## src/design/phy_status_regs.svh

```systemverilog
// register offsets, field positions and reset values of the status and identifier bank
// assumes a byte-addressed management read port of 8 address bits
`ifndef PHY_STATUS_REGS_SVH
`define PHY_STATUS_REGS_SVH

`define OFS_BASIC_STATUS 8'h84
`define OFS_IDENT_HIGH 8'h88
`define OFS_IDENT_LOW 8'h8c

`define ST_CAP_HI 15
`define ST_CAP_LO 11
`define ST_RSVD_HI 10
`define ST_RSVD_LO 7
`define ST_PRE_SUPP 6
`define ST_ANEG_DONE 5
`define ST_REM_FAULT 4
`define ST_ANEG_ABLE 3
`define ST_LINK 2
`define ST_JABBER 1
`define ST_EXT_CAP 0

`define ID_HIGH_MSB 21
`define ID_HIGH_LSB 6
`define ID_LOW_MSB 5

`define RD_DATA_RESET 16'h0000
`define SYNC_STAGES 3

`endif

```

## src/design/phy_status_pkg.sv

```systemverilog
// types shared by the status and identifier bank
// no assumptions beyond the register header
package phy_status_pkg;

  // raw condition inputs from the line side of the physical layer
  typedef struct packed {
    logic speed_10;
    logic jabber;
    logic lp_fault;
    logic far_fault;
    logic aneg_done;
    logic link_good;
  } phy_events_type;

  typedef struct packed {
    phy_events_type s1;
    phy_events_type s2;
    phy_events_type s3;
    phy_events_type filt;
    logic rem_fault;
    logic link;
    logic jabber;
    logic [15:0] rd_data;
    logic rd_valid;
  } state_type;

endpackage

```

## src/design/phy_status_and_ident_regs.sv

```systemverilog
// status and identifier registers of the physical layer, read over the management port
// assumes condition inputs are asynchronous and the read strobe is on ref_clk
`include "phy_status_regs.svh"
`timescale 1ns/1ns
`default_nettype none

module phy_status_and_ident_regs
  import phy_status_pkg::*;
#(
  // arbitrary neutral identity values
  parameter logic [23:0] ORG_IDENT = 24'h0a1b2c,
  parameter logic [5:0] MODEL_NUM = 6'h01,
  parameter logic [3:0] MODEL_REV = 4'h0,
  parameter logic IDENT_ZERO = 1'b0
) (
  input wire logic ref_clk,
  input wire logic arst_n,
  input wire phy_events_type ev_in,
  input wire logic rd_stb,
  input wire logic [7:0] rd_addr,
  output logic [15:0] rd_data,
  output logic rd_valid
);

  state_type s_reg;
  state_type s_next;

  logic [15:0] org_ident_upper_bits;
  logic [15:0] ident_low;
  logic [15:0] phy_basic_status;
  logic stat_rd;

  // ---------------------------------------------------------------
  // decoding helpers
  // ---------------------------------------------------------------
  // address match, shared by the status read decode and the checks
  function automatic logic addr_hit(input logic [7:0] a, input logic [7:0] ofs);
    return a == ofs;
  endfunction

  // status word built from the registered state only
  function automatic logic [15:0] status_word(input state_type st);
    logic [15:0] w;
    w = `RD_DATA_RESET;
    // capability bits above the reserved field stay zero here
    w[`ST_CAP_HI:`ST_CAP_LO] = '0;
    w[`ST_RSVD_HI:`ST_RSVD_LO] = '0;
    w[`ST_PRE_SUPP] = 1'b1;
    w[`ST_ANEG_DONE] = st.filt.aneg_done;
    w[`ST_REM_FAULT] = st.rem_fault;
    w[`ST_ANEG_ABLE] = 1'b1;
    w[`ST_LINK] = st.link;
    w[`ST_JABBER] = st.jabber;
    w[`ST_EXT_CAP] = 1'b1;
    return w;
  endfunction

  assign org_ident_upper_bits = IDENT_ZERO ? `RD_DATA_RESET : ORG_IDENT[`ID_HIGH_MSB:`ID_HIGH_LSB];
  assign ident_low = IDENT_ZERO ? `RD_DATA_RESET : {ORG_IDENT[`ID_LOW_MSB:0], MODEL_NUM, MODEL_REV};
  assign stat_rd = rd_stb && addr_hit(rd_addr, `OFS_BASIC_STATUS);

  // ---------------------------------------------------------------
  // status word assembly
  // ---------------------------------------------------------------
  assign phy_basic_status = status_word(s_reg);

  // ---------------------------------------------------------------
  // next state
  // ---------------------------------------------------------------
  always_comb begin
    s_next = s_reg;
    s_next.s1 = ev_in;
    s_next.s2 = s_reg.s1;
    s_next.s3 = s_reg.s2;
    // a change counts once the last two stages agree
    for (int i = 0; i < $bits(phy_events_type); i++) begin
      if (s_reg.s2[i] == s_reg.s3[i]) begin
        s_next.filt[i] = s_reg.s3[i];
      end
    end
    // clear on read first, so an event in the same cycle wins
    if (stat_rd) begin
      s_next.rem_fault = 1'b0;
      s_next.jabber = 1'b0;
      s_next.link = s_reg.filt.link_good;
    end
    if (s_reg.filt.far_fault || s_reg.filt.lp_fault) begin
      s_next.rem_fault = 1'b1;
    end
    if (s_reg.filt.jabber && s_reg.filt.speed_10) begin
      s_next.jabber = 1'b1;
    end
    if (!s_reg.filt.link_good) begin
      s_next.link = 1'b0;
    end
    s_next.rd_valid = rd_stb;
    if (rd_stb) begin
      unique case (rd_addr)
        `OFS_BASIC_STATUS: s_next.rd_data = phy_basic_status;
        `OFS_IDENT_HIGH: s_next.rd_data = org_ident_upper_bits;
        `OFS_IDENT_LOW: s_next.rd_data = ident_low;
        default: s_next.rd_data = `RD_DATA_RESET;
      endcase
    end
  end

  always_ff @(posedge ref_clk or negedge arst_n) begin
    if (!arst_n) begin
      s_reg <= '0;
    end else begin
      s_reg <= s_next;
    end
  end

  assign rd_data = s_reg.rd_data;
  assign rd_valid = s_reg.rd_valid;
endmodule

`default_nettype wire

```

## config.mk

```make
export PLATFORM = sky130hd
export DESIGN_NAME = phy_status_and_ident_regs
export DESIGN_NICKNAME = d
export VERILOG_FILES = /design/src/design/phy_status_pkg.sv /design/src/design/phy_status_and_ident_regs.sv
export VERILOG_INCLUDE_DIRS = /design/src /design/src/design
export SDC_FILE = /design/constraint.sdc
export NUM_CORES = 1
export LEC_CHECK = 0
export ABC_AREA = 0
export BUFFER_PORTS_ARGS = -buffer_cell sky130_fd_sc_hd__buf_2
export CAP_MARGIN = 30
export CELL_PAD_IN_SITES_DETAIL_PLACEMENT = 1
export CELL_PAD_IN_SITES_GLOBAL_PLACEMENT = 1
export CORE_MARGIN = 8
export CORE_UTILIZATION = 43
export CTS_BUF_LIST = sky130_fd_sc_hd__clkbuf_4 sky130_fd_sc_hd__clkbuf_8
export DETAILED_ROUTE_END_ITERATION = 16
export GPL_TIMING_DRIVEN = 0
export PLACE_DENSITY = 0.81
export SLEW_MARGIN = 25
export SYNTH_ARGS = -nofsm -noshare
export SYNTH_HDL_FRONTEND = slang
export SYNTH_SLANG_ARGS = --single-unit
export TNS_END_PERCENT = 1
```

## constraint.sdc

```tcl
create_clock -name ref_clk -period 1 [get_ports ref_clk]
set_input_delay 0.15 -clock ref_clk [delete_from_list [all_inputs] [get_ports ref_clk]]
set_output_delay 0.15 -clock ref_clk [all_outputs]
set_load 0.02 [all_outputs]
```

==> results.py, run 1 <==
metrics = {
    "outcome": {
        "status": "complete, but fails checks",
        "violations": "negative hold slack, negative setup slack",
    },
    "logic_synthesis": {
        "yosys.area_share.simple_pct": 8.17,
        "ys_seq_area_share_pct": 68.0,
        "synth_xor_area_share_pct": 0,
        "synth_mux_area_share_pct": 0,
        "synth_edf_count": 0,
        "yosysWarnings": 0,
        "yosysTopAreaCellShare_pct": 68.0,
        "synth_most_common_cell": "dfrtp_1",
        "yosys.area.top_type": "dfrtp_1",
        "syn_avg_cell_area_um2": 13.8,
        "synth-compound-area-share_pct": 7.99,
        "yosysUniqueCellTypes": 22,
        "synth.cell_area_um2": 1360,
        "synthTopCellsByArea": "dfrtp_1 (68%), buf_4 (8.8%), maj3_1 (4.4%)",
        "synth_fa_ha_area_share_pct": 4.41,
        "synth_top_family_by_area": "buffers and inverters",
        "netlist_top_cells_count": "dfrtp_1 (37), buf_4 (16), inv_1 (6), maj3_1 (6)",
        "synth_seq_cells": 37,
        "syn_inst": 99,
        "dominantRegCellSynth": "dfrtp_1",
        "synthArstFlopShare_pct": 100,
    },
    "critical_path": {
        "path_max_fanout": 3,
        "critical_path.startpoint_type": "flip-flop",
        "crit_path_start": "rd_data[6]",
        "cp_data_required_time_ns": 0.85,
        "cp.arrival_ns": 1.00,
        "cp-end-kind": "output pin",
        "r2r_start": "s_reg[23]",
        "crit_type": "reg2out",
    },
    "grt": {
        "use_met3_pct": 5.51,
        "grt_max_degree": 38,
        "grt_pass1_vias": 919,
        "grt.met2_usage_pct": 18.7,
        "met1_usage_pct": 11.0,
        "grt_overflow": 0,
        "grt_pass1_wl_mm": 4.35,
        "antenna_found_initial": 0,
        "track_usage_pct": 10.8,
        "grt_most_used_layer": "met2",
    },
    "cts": {
        "cts.clk_slew.worst_paths_ns": 0.11,
        "worst_skew_pair.late_latency_ns": 0.33,
        "clk_path_buf_depth": 2,
        "cts_hold_buf": 7,
        "htreeDepth": 2,
        "cts_buffers": 5,
        "cts_tree": "done",
        "cts.sinks": 37,
        "root_buffer": "clkbuf_4",
    },
    "timing": {
        "period_minus_slack_ns": 1.15,
        "fin_ws_ns": -0.151,
        "hold_violations": 37,
        "hold_slack_ns": -0.114,
        "relSlewSlack_pct": 47.7,
        "setup_viol": 12,
        "worst_slew_pin_slew_ns": 0.785,
        "max_clock_freq_mhz": 869,
        "finClkSkew_ns": 0.00306,
        "rsz0062_at_grt": "yes",
        "fin_crit_sh_pct": 115,
        "finalMaxSlewViolations": 0,
    },
    "floorplanning": {
        "row_count": 20,
        "io_pins": 34,
        "coreArea_um2": 3030,
        "die_area_um2": 5230,
        "die_w_um": 72.3,
        "dieHeight_um": 72.3,
        "initial_utilization_pct": 45.0,
    },
    "place": {
        "dp.cells": 175,
        "dp_slack_ns": -0.201,
        "place_congestion": 0.699,
        "hpwl_mm": 1.83,
        "place_area_um2": 1570,
        "io_buffers": 28,
    },
    "route": {
        "avgRoutedWirePerCell_um": 13.3,
        "drc_errors": 0,
        "wl_mm": 2.55,
        "viasPerCell": 4.34,
        "route.vias.total": 834,
        "drt_iter0_drc": 22,
        "ant_nets": 0,
        "drt_pass1_iterations": 3,
    },
    "final_layout": {
        "area_growth_syn_to_layout_pct": 36.2,
        "layoutNonFillerInstCount": 192,
        "largest_register_ffs": 12,
        "diodes": 0,
        "nets": 164,
        "drive_above_1_share_pct": 41.9,
        "final_area_um2": 1860,
    },
    "pwr": {
        "power_mw": 3.09,
        "p_per_area_nw_per_um2": 1670,
        "ir_drop_mv": 1.03,
        "power_leakage_nw": 0.870,
    },
    "min_path": {
        "hold_class": "in2async",
    },
    "flow_run": {
        "maxCapViolCount": 0,
    },
}
==> per-layer routing <==
| layer | part of all wire, % | wire length [um] | vias to the layer above |
|---|---|---|---|
| li1 | - | - | 403 |
| met1 | 41 | 1040 | 402 |
| met2 | 51 | 1310 | 27 |
| met3 | 7.8 | 198 | 2 |
| met4 | 0.16 | 4 | 0 |
| met5 | 0 | 0 | - |
==> path summary, 6_finish.rpt <==
path | to | slack (ns) | cells past startpoint
worst max-delay path | rd_data[3] | -0.15 | 2
worst min-delay path | rd_valid | -0.11 | 1
worst max register to register | s_reg[23] | 0.14 | 1
worst min register to register | s_next[28] | 0.36 | 0
max in group asynchronous | s_next[28] | 0.61 | 1
min in group ref_clk | rd_data[12] | 0.11 | 3
==> kinds of logic after synthesis <==
logic type      count (synthesis)
simple gates                   17
compound gates                 14
buf+inv                        24
fa+ha+maj                       6
flops                          37
other cells                     1
==> cells in the final DEF (no fill, tap or decap), types with 2 or more instances in the layout <==
cell type / instances
o22ai_1: 4
nand3_1: 2
nor2b_1: 2
dlygate4sd3_1: 7
a221oi_2: 2
nand2b_1: 2
clkbuf_4: 5
nor2_1: 3
o21ai_0: 4
buf_2: 19
maj3_1: 6
dfrtp_1: 37
conb_1: 5
inv_1: 6
nand2_1: 4
bufinv_16: 2
buf_6: 18
buf_4: 11
==> final cells by class <==
class | instances | area, um2
buffer | 18 | 156
multi-input combinational | 42 | 299
timing repair buffer | 37 | 294
fill | 299 | 1170
sequential | 37 | 926
clock buffer | 5 | 37.5
tap | 44 | 55.1
inverter | 6 | 22.5
clock inverter | 3 | 65.1
==> report_power, final <==
part	switching, mW	total [mW]	internal (mW)
clock	0.473	1.25	0.774
combinational	0.122	0.246	0.124
sequential	0.0352	1.60	1.57
total	0.630	3.09	2.46
==> worst max-delay path, cell delays in order, from the launching register on <==
cell and delay [ns]:
dfrtp_1 0.41, buf_4 0.14, buf_6 0.12
==> what timing repair did <==
item                                   CTS  global route
resized for setup                       29             0
endpoints found under the hold margin   44            37
setup endpoints to repair               12            12
buffers inserted                         2             0
==> per-stage QoR <==
stage	utilization (%)	setup TNS [ns]
after floorplan	-	0
after global placement	51.9	-0.679
after detailed placement	51.9	-1.16
after CTS	61.3	-1.73
after global routing	61.3	-2.04
final	61.3	-1.46
(Power assumes the default switching activity.)
==> inputs of run 2 (changes only) <==
--- a/config.mk
+++ b/config.mk
@@ -16,7 +16,7 @@
 export CTS_BUF_LIST = sky130_fd_sc_hd__clkbuf_4 sky130_fd_sc_hd__clkbuf_8
 export DETAILED_ROUTE_END_ITERATION = 16
 export GPL_TIMING_DRIVEN = 0
-export PLACE_DENSITY = 0.81
+export PLACE_DENSITY_LB_ADDON = 0.1
 export SLEW_MARGIN = 25
 export SYNTH_ARGS = -nofsm -noshare
 export SYNTH_HDL_FRONTEND = slang
==> run 2 against run 1 <==
Net effect: sequential power hardly changed; power is 16% lower; clock skew is 0.0043 ns higher; via count is 1.6% higher; fmax is 0.46% higher; wire length is 1.8% lower; first-iteration DRC count is 4.5% lower; the run still ends with negative hold slack, negative setup slack left.
==> results.py, run 2 (synthesis gave the netlist of run 1 again) <==
metrics = {
    "final_layout": {
        "final_common_cell": "dfrtp_1",
        "multiInputGateArea_um2": 299,
        "layoutNonFillerInstCount": 190,
        "nets": 162,
        "diodes": 0,
        "fillCellCount": 310,
        "regArea_um2": 926,
        "drive_above_1_share_pct": 41.1,
        "post-route-util_pct": 59.2,
        "final_area_um2": 1790,
        "mostFrequentLayoutCells": "dfrtp_1 (37), buf_2 (19), buf_6 (18)",
        "largest_register_ffs": 12,
        "area_growth_syn_to_layout_pct": 31.6,
    },
    "cts": {
        "cts_buffers": 5,
        "clk_path_buf_depth": 2,
        "htreeDepth": 2,
        "cts.sinks": 37,
        "cts_hold_buf": 7,
        "root_buffer": "clkbuf_4",
        "cts_tree": "done",
        "worst_skew_pair.late_latency_ns": 0.33,
        "cts.clk_slew.worst_paths_ns": 0.11,
    },
    "grt": {
        "antenna_found_initial": 0,
        "grt_overflow": 0,
        "grt_max_degree": 38,
        "grt_pass1_vias": 975,
        "grt_pass1_wl_mm": 4.34,
        "track_usage_pct": 10.7,
    },
    "route": {
        "wl_mm": 2.50,
        "avgRoutedWirePerCell_um": 13.2,
        "viasPerCell": 4.46,
        "ant_nets": 0,
        "route.vias.total": 847,
        "drt_pass1_iterations": 3,
        "drt_iter0_drc": 21,
        "drc_errors": 0,
    },
    "floorplanning": {
        "io_pins": 34,
        "row_count": 20,
        "die_w_um": 72.3,
        "initial_utilization_pct": 45.0,
        "dieHeight_um": 72.3,
        "die_area_um2": 5230,
        "coreArea_um2": 3030,
    },
    "timing": {
        "finalSetupTns_ns": -1.38,
        "fin_ws_ns": -0.146,
        "hold_violations": 37,
        "max_clock_freq_mhz": 873,
        "rsz0062_at_grt": "yes",
        "finClkSkew_ns": 0.00738,
        "finalMaxSlewViolations": 0,
        "hold_slack_ns": -0.112,
        "worst_slew_pin_slew_ns": 0.787,
        "relSlewSlack_pct": 47.6,
        "fin_crit_sh_pct": 115,
        "period_minus_slack_ns": 1.15,
        "setup_viol": 11,
    },
    "critical_path": {
        "rrSetupSlack_ns": 0.13,
        "cp_data_required_time_ns": 0.85,
        "r2r_cells": 1,
        "r2r_start": "s_reg[23]",
        "cp-end-kind": "output pin",
        "critical_path.max_stage_delay_ns": 0.41,
        "critical_path.startpoint_type": "flip-flop",
        "crit_slowest_cell": "dfrtp_1",
        "cp.arrival_ns": 1.00,
        "crit_type": "reg2out",
        "cp_top_family": "flip-flops",
        "critical_path_buf_inv_count": 2,
        "path_max_fanout": 3,
        "worstReg2RegEnd": "s_reg[23]",
        "path_cells": "buf_4 > buf_6",
    },
    "outcome": {
        "violations": "negative hold slack, negative setup slack",
        "status": "complete, but fails checks",
    },
    "pwr": {
        "power.switching_mw": 0.611,
        "p_per_area_nw_per_um2": 1450,
        "power_leakage_nw": 0.840,
        "clockPowerShare_pct": 29.0,
        "p_sw_share_pct": 23.6,
        "ir_drop_mv": 1.01,
        "seq_power_share_pct": 61.7,
        "internal-power_mw": 1.98,
        "pwr-share-comb_pct": 9.3,
        "power_mw": 2.59,
    },
    "place": {
        "dp_slack_ns": -0.221,
        "place_congestion": 0.703,
        "io_buffers": 28,
        "dp.cells": 175,
        "place_area_um2": 1570,
    },
    "min_path": {
        "hold_class": "in2async",
    },
    "flow_run": {
        "maxCapViolCount": 0,
    },
}
run 2: changes by cell type in the layout (fill, tap and decap cells not counted):
cell / delta
buf_4: -2
clkbuf_4: +1
clkinv_2: +1
bufinv_16: -2
run 2: worst max path at each step:
stage / from / cells after the start / endpoint / slack, ns
final: rd_data[12] / 2 / rd_data[15] / -0.15
after global routing: rd_data[6] / 2 / rd_data[3] / -0.20
after CTS: rd_data[6] / 2 / rd_data[6] / -0.16
after detailed placement: rd_addr[0] / 4 / phy_basic_status[4] / -0.22
after global placement: rd_addr[0] / 4 / phy_basic_status[4] / -0.18
after floorplan: rd_addr[0] / 3 / phy_basic_status[4] / 0.03
run 2: layout make-up:
type | count | share of cell area [%]
Clock buffer | 6 | 2.51
Inverter | 6 | 1.26
Timing Repair Buffer | 35 | 15.6
Clock inverter | 2 | 0.558
Buffer | 18 | 8.72
Sequential cell | 37 | 51.6
Tap cell | 44 | 3.07
Multi-Input combinational cell | 42 | 16.7
run 2: what timing repair did:
item                                   4_1_cts  5_1_grt
setup buffers                                0        0
endpoints found under the hold margin       44       37
setup endpoints to repair                   12       12
gates resized for setup                     29        0
run 2: power by group through the flow:
stage	sequential, mW	clock, mW	combinational, mW
floorplan	1.62	0	0.119
detailed placement	1.63	0	0.210
global placement	1.63	0	0.203
global route	1.61	0.845	0.268
CTS	1.60	0.780	0.246
finish	1.60	0.751	0.241
run 2: metal layers:
| metal | global-route usage (%) | wire length [um] | share of wire (%) | up-vias |
|---|---|---|---|---|
| met3 | 5.23 | 175 | 7.0 | 7 |
| li1 | - | - | - | 402 |
| met1 | 10.7 | 979 | 39 | 415 |
| met5 | 0 | 0 | 0 | - |
| met4 | 4.08 | 34 | 1.4 | 0 |
| met2 | 18.6 | 1310 | 52 | 23 |
==> inputs of run 3 (changes only) <==
--- a/config.mk
+++ b/config.mk
@@ -12,7 +12,7 @@
 export CELL_PAD_IN_SITES_DETAIL_PLACEMENT = 1
 export CELL_PAD_IN_SITES_GLOBAL_PLACEMENT = 1
 export CORE_MARGIN = 8
-export CORE_UTILIZATION = 43
+export CORE_UTILIZATION = 45
 export CTS_BUF_LIST = sky130_fd_sc_hd__clkbuf_4 sky130_fd_sc_hd__clkbuf_8
 export DETAILED_ROUTE_END_ITERATION = 16
 export GPL_TIMING_DRIVEN = 0
==> constraint.sdc (replaced) <==
create_clock -name ref_clk -period 1.43 [get_ports ref_clk]
set_input_delay 0.2145 -clock ref_clk [delete_from_list [all_inputs] [get_ports ref_clk]]
set_output_delay 0.2145 -clock ref_clk [all_outputs]
set_load 0.02 [all_outputs]
==> run 3 against run 2 <==
Net effect: register-to-register slack improved by 0.43 ns; the flow now finishes without violations; core utilization fell by 2.3 points; via count fell by 2.6%; global-route usage fell by 0.52 points; die area fell by 3.5%; first-iteration DRC count rose by 9.5%; critical path depth rose by 3; critical path type is now in2reg; hold slack improved by 0.27 ns.
==> results.py, run 3 (synthesis gave the netlist of run 1 again) <==
metrics = {
    "pwr": {
        "seq_power_share_pct": 61.8,
        "pwr-share-comb_pct": 8.8,
        "internal-power_mw": 1.38,
        "p_sw_share_pct": 23.8,
        "power.switching_mw": 0.430,
        "clockPowerShare_pct": 29.3,
        "ir_drop_mv": 0.701,
        "power_leakage_nw": 0.838,
        "p_per_area_nw_per_um2": 1070,
    },
    "cts": {
        "cts_tree": "done",
        "cts_buffers": 5,
        "htreeDepth": 2,
        "worst_skew_pair.late_latency_ns": 0.33,
        "cts.clk_slew.worst_paths_ns": 0.11,
        "cts.sinks": 37,
        "root_buffer": "clkbuf_4",
        "cts_resized": 0,
        "clk_path_buf_depth": 2,
    },
    "min_path": {
        "worstHoldEndpoint": "rd_data[13]",
        "hold_class": "in2reg",
        "worstHoldStart": "rd_addr[3]",
        "whs_path_depth": 3,
    },
    "timing": {
        "finalMaxSlewViolations": 0,
        "fin_crit_sh_pct": 89.5,
        "rsz0062_at_grt": "no",
        "period_minus_slack_ns": 1.28,
        "finalSetupTns_ns": 0,
        "hold_violations": 0,
        "relSlewSlack_pct": 48.1,
        "finClkSkew_ns": 0.00855,
        "max_clock_freq_mhz": 781,
        "setup_viol": 0,
        "hold_slack_ns": 0.160,
        "worst_slew_pin_slew_ns": 0.779,
    },
    "final_layout": {
        "area_growth_syn_to_layout_pct": 24.3,
        "diodes": 0,
        "fillCellCount": 333,
        "largest_register_ffs": 12,
        "mostFrequentLayoutCells": "dfrtp_1 (37), buf_2 (30), buf_4 (16)",
        "final_common_cell": "dfrtp_1",
        "final_area_um2": 1690,
        "drive_above_1_share_pct": 40.8,
        "nets": 163,
    },
    "outcome": {
        "status": "complete, no violations",
    },
    "critical_path": {
        "rrSetupSlack_ns": 0.56,
        "r2r_cells": 1,
        "cp-end-kind": "flip-flop",
        "r2r_start": "s_reg[23]",
        "crit_type": "in2reg",
        "cp_data_required_time_ns": 1.65,
        "crit_path_start": "rd_stb",
        "worstReg2RegEnd": "s_reg[23]",
        "cp.arrival_ns": 1.50,
        "path_max_fanout": 10,
        "critical_path.startpoint_type": "input port",
    },
    "floorplanning": {
        "die_area_um2": 5040,
        "row_count": 20,
        "coreArea_um2": 2980,
        "io_pins": 34,
        "die_w_um": 71.0,
        "dieHeight_um": 71.0,
        "initial_utilization_pct": 45.8,
    },
    "route": {
        "drt_iter0_drc": 23,
        "drt_pass1_iterations": 2,
        "viasPerCell": 4.58,
        "ant_nets": 0,
        "avgRoutedWirePerCell_um": 13.0,
        "wl_mm": 2.35,
        "drc_errors": 0,
        "route.vias.total": 825,
    },
    "flow_run": {
        "maxCapViolCount": 0,
    },
    "grt": {
        "grt_overflow": 0,
        "grt_max_degree": 38,
        "track_usage_pct": 10.2,
        "antenna_found_initial": 0,
        "grt_pass1_wl_mm": 4.08,
        "grt_pass1_vias": 919,
    },
    "place": {
        "place_area_um2": 1560,
        "io_buffers": 28,
        "hpwl_mm": 1.72,
        "place_congestion": 0.716,
    },
}
-- run 3: changes by cell type in the layout (fill, tap and decap cells not counted), sizes merged --
cell and delta:
dlygate4sd3 +1
-- run 3: layer usage --
layer	track usage [%]	vias up	wire length, um
met5	0	-	0
met3	6.50	3	209
met4	2.77	0	23
met2	16.3	24	1170
li1	-	402	-
met1	10.9	396	946
-- run 3: what timing repair did --
action	in CTS	in global routing
endpoints found under the hold margin	44	0
hold buffers	8	0
setup buffers	0	0
-- run 3: layout make-up --
type                       instances  area, um2  area share (%)
buffer                            18        130            7.68
clock inverter                     2       10.0           0.591
timing repair buffer              36        220            13.0
inverter                           6       22.5            1.33
multi-input combinational         42        299            17.7
tap                               33       41.3            2.44
sequential                        37        926            54.7
clock buffer                       6       45.0            2.66
-- run 3: how the worst max path moves through the flow --
stage,endpoint,cells past startpoint,slack [ns]
after global routing,rd_data[4],6,0.09
after global placement,phy_basic_status[4],4,0.15
final,phy_basic_status[4],5,0.15
after floorplan,phy_basic_status[4],3,0.35
after CTS,phy_basic_status[4],5,0.15
after detailed placement,phy_basic_status[4],4,0.13
-- run 3: power by group through the flow --
stage,registers [mW],logic (mW),clock network [mW]
floorplan,1.13,0.0832,0
global placement,1.14,0.142,0
detailed placement,1.14,0.145,0
CTS,1.12,0.162,0.559
global route,1.12,0.178,0.597
finish,1.12,0.159,0.531
-- run 3: per-stage QoR --
stage / utilization [%] / cells / total power, mW / setup WS, ns
2_1_floorplan: - / 103 / 1.22 / 0.348
3_3_place_gp: 52.4 / 164 / 1.28 / 0.151
3_5_place_dp: 52.4 / 164 / 1.29 / 0.130
4_1_cts: 56.9 / 180 / 1.84 / 0.151
5_1_grt: 56.9 / 180 / 1.90 / 0.0851
6_report: 56.9 / 180 / 1.81 / 0.150
-- run 3: worst max-delay path, stage by stage --
cell,delay [ns]
dlygate4sd3_1,0.52
buf_2,0.10
buf_2,0.19
nand4_2,0.15
a211o_1,0.33
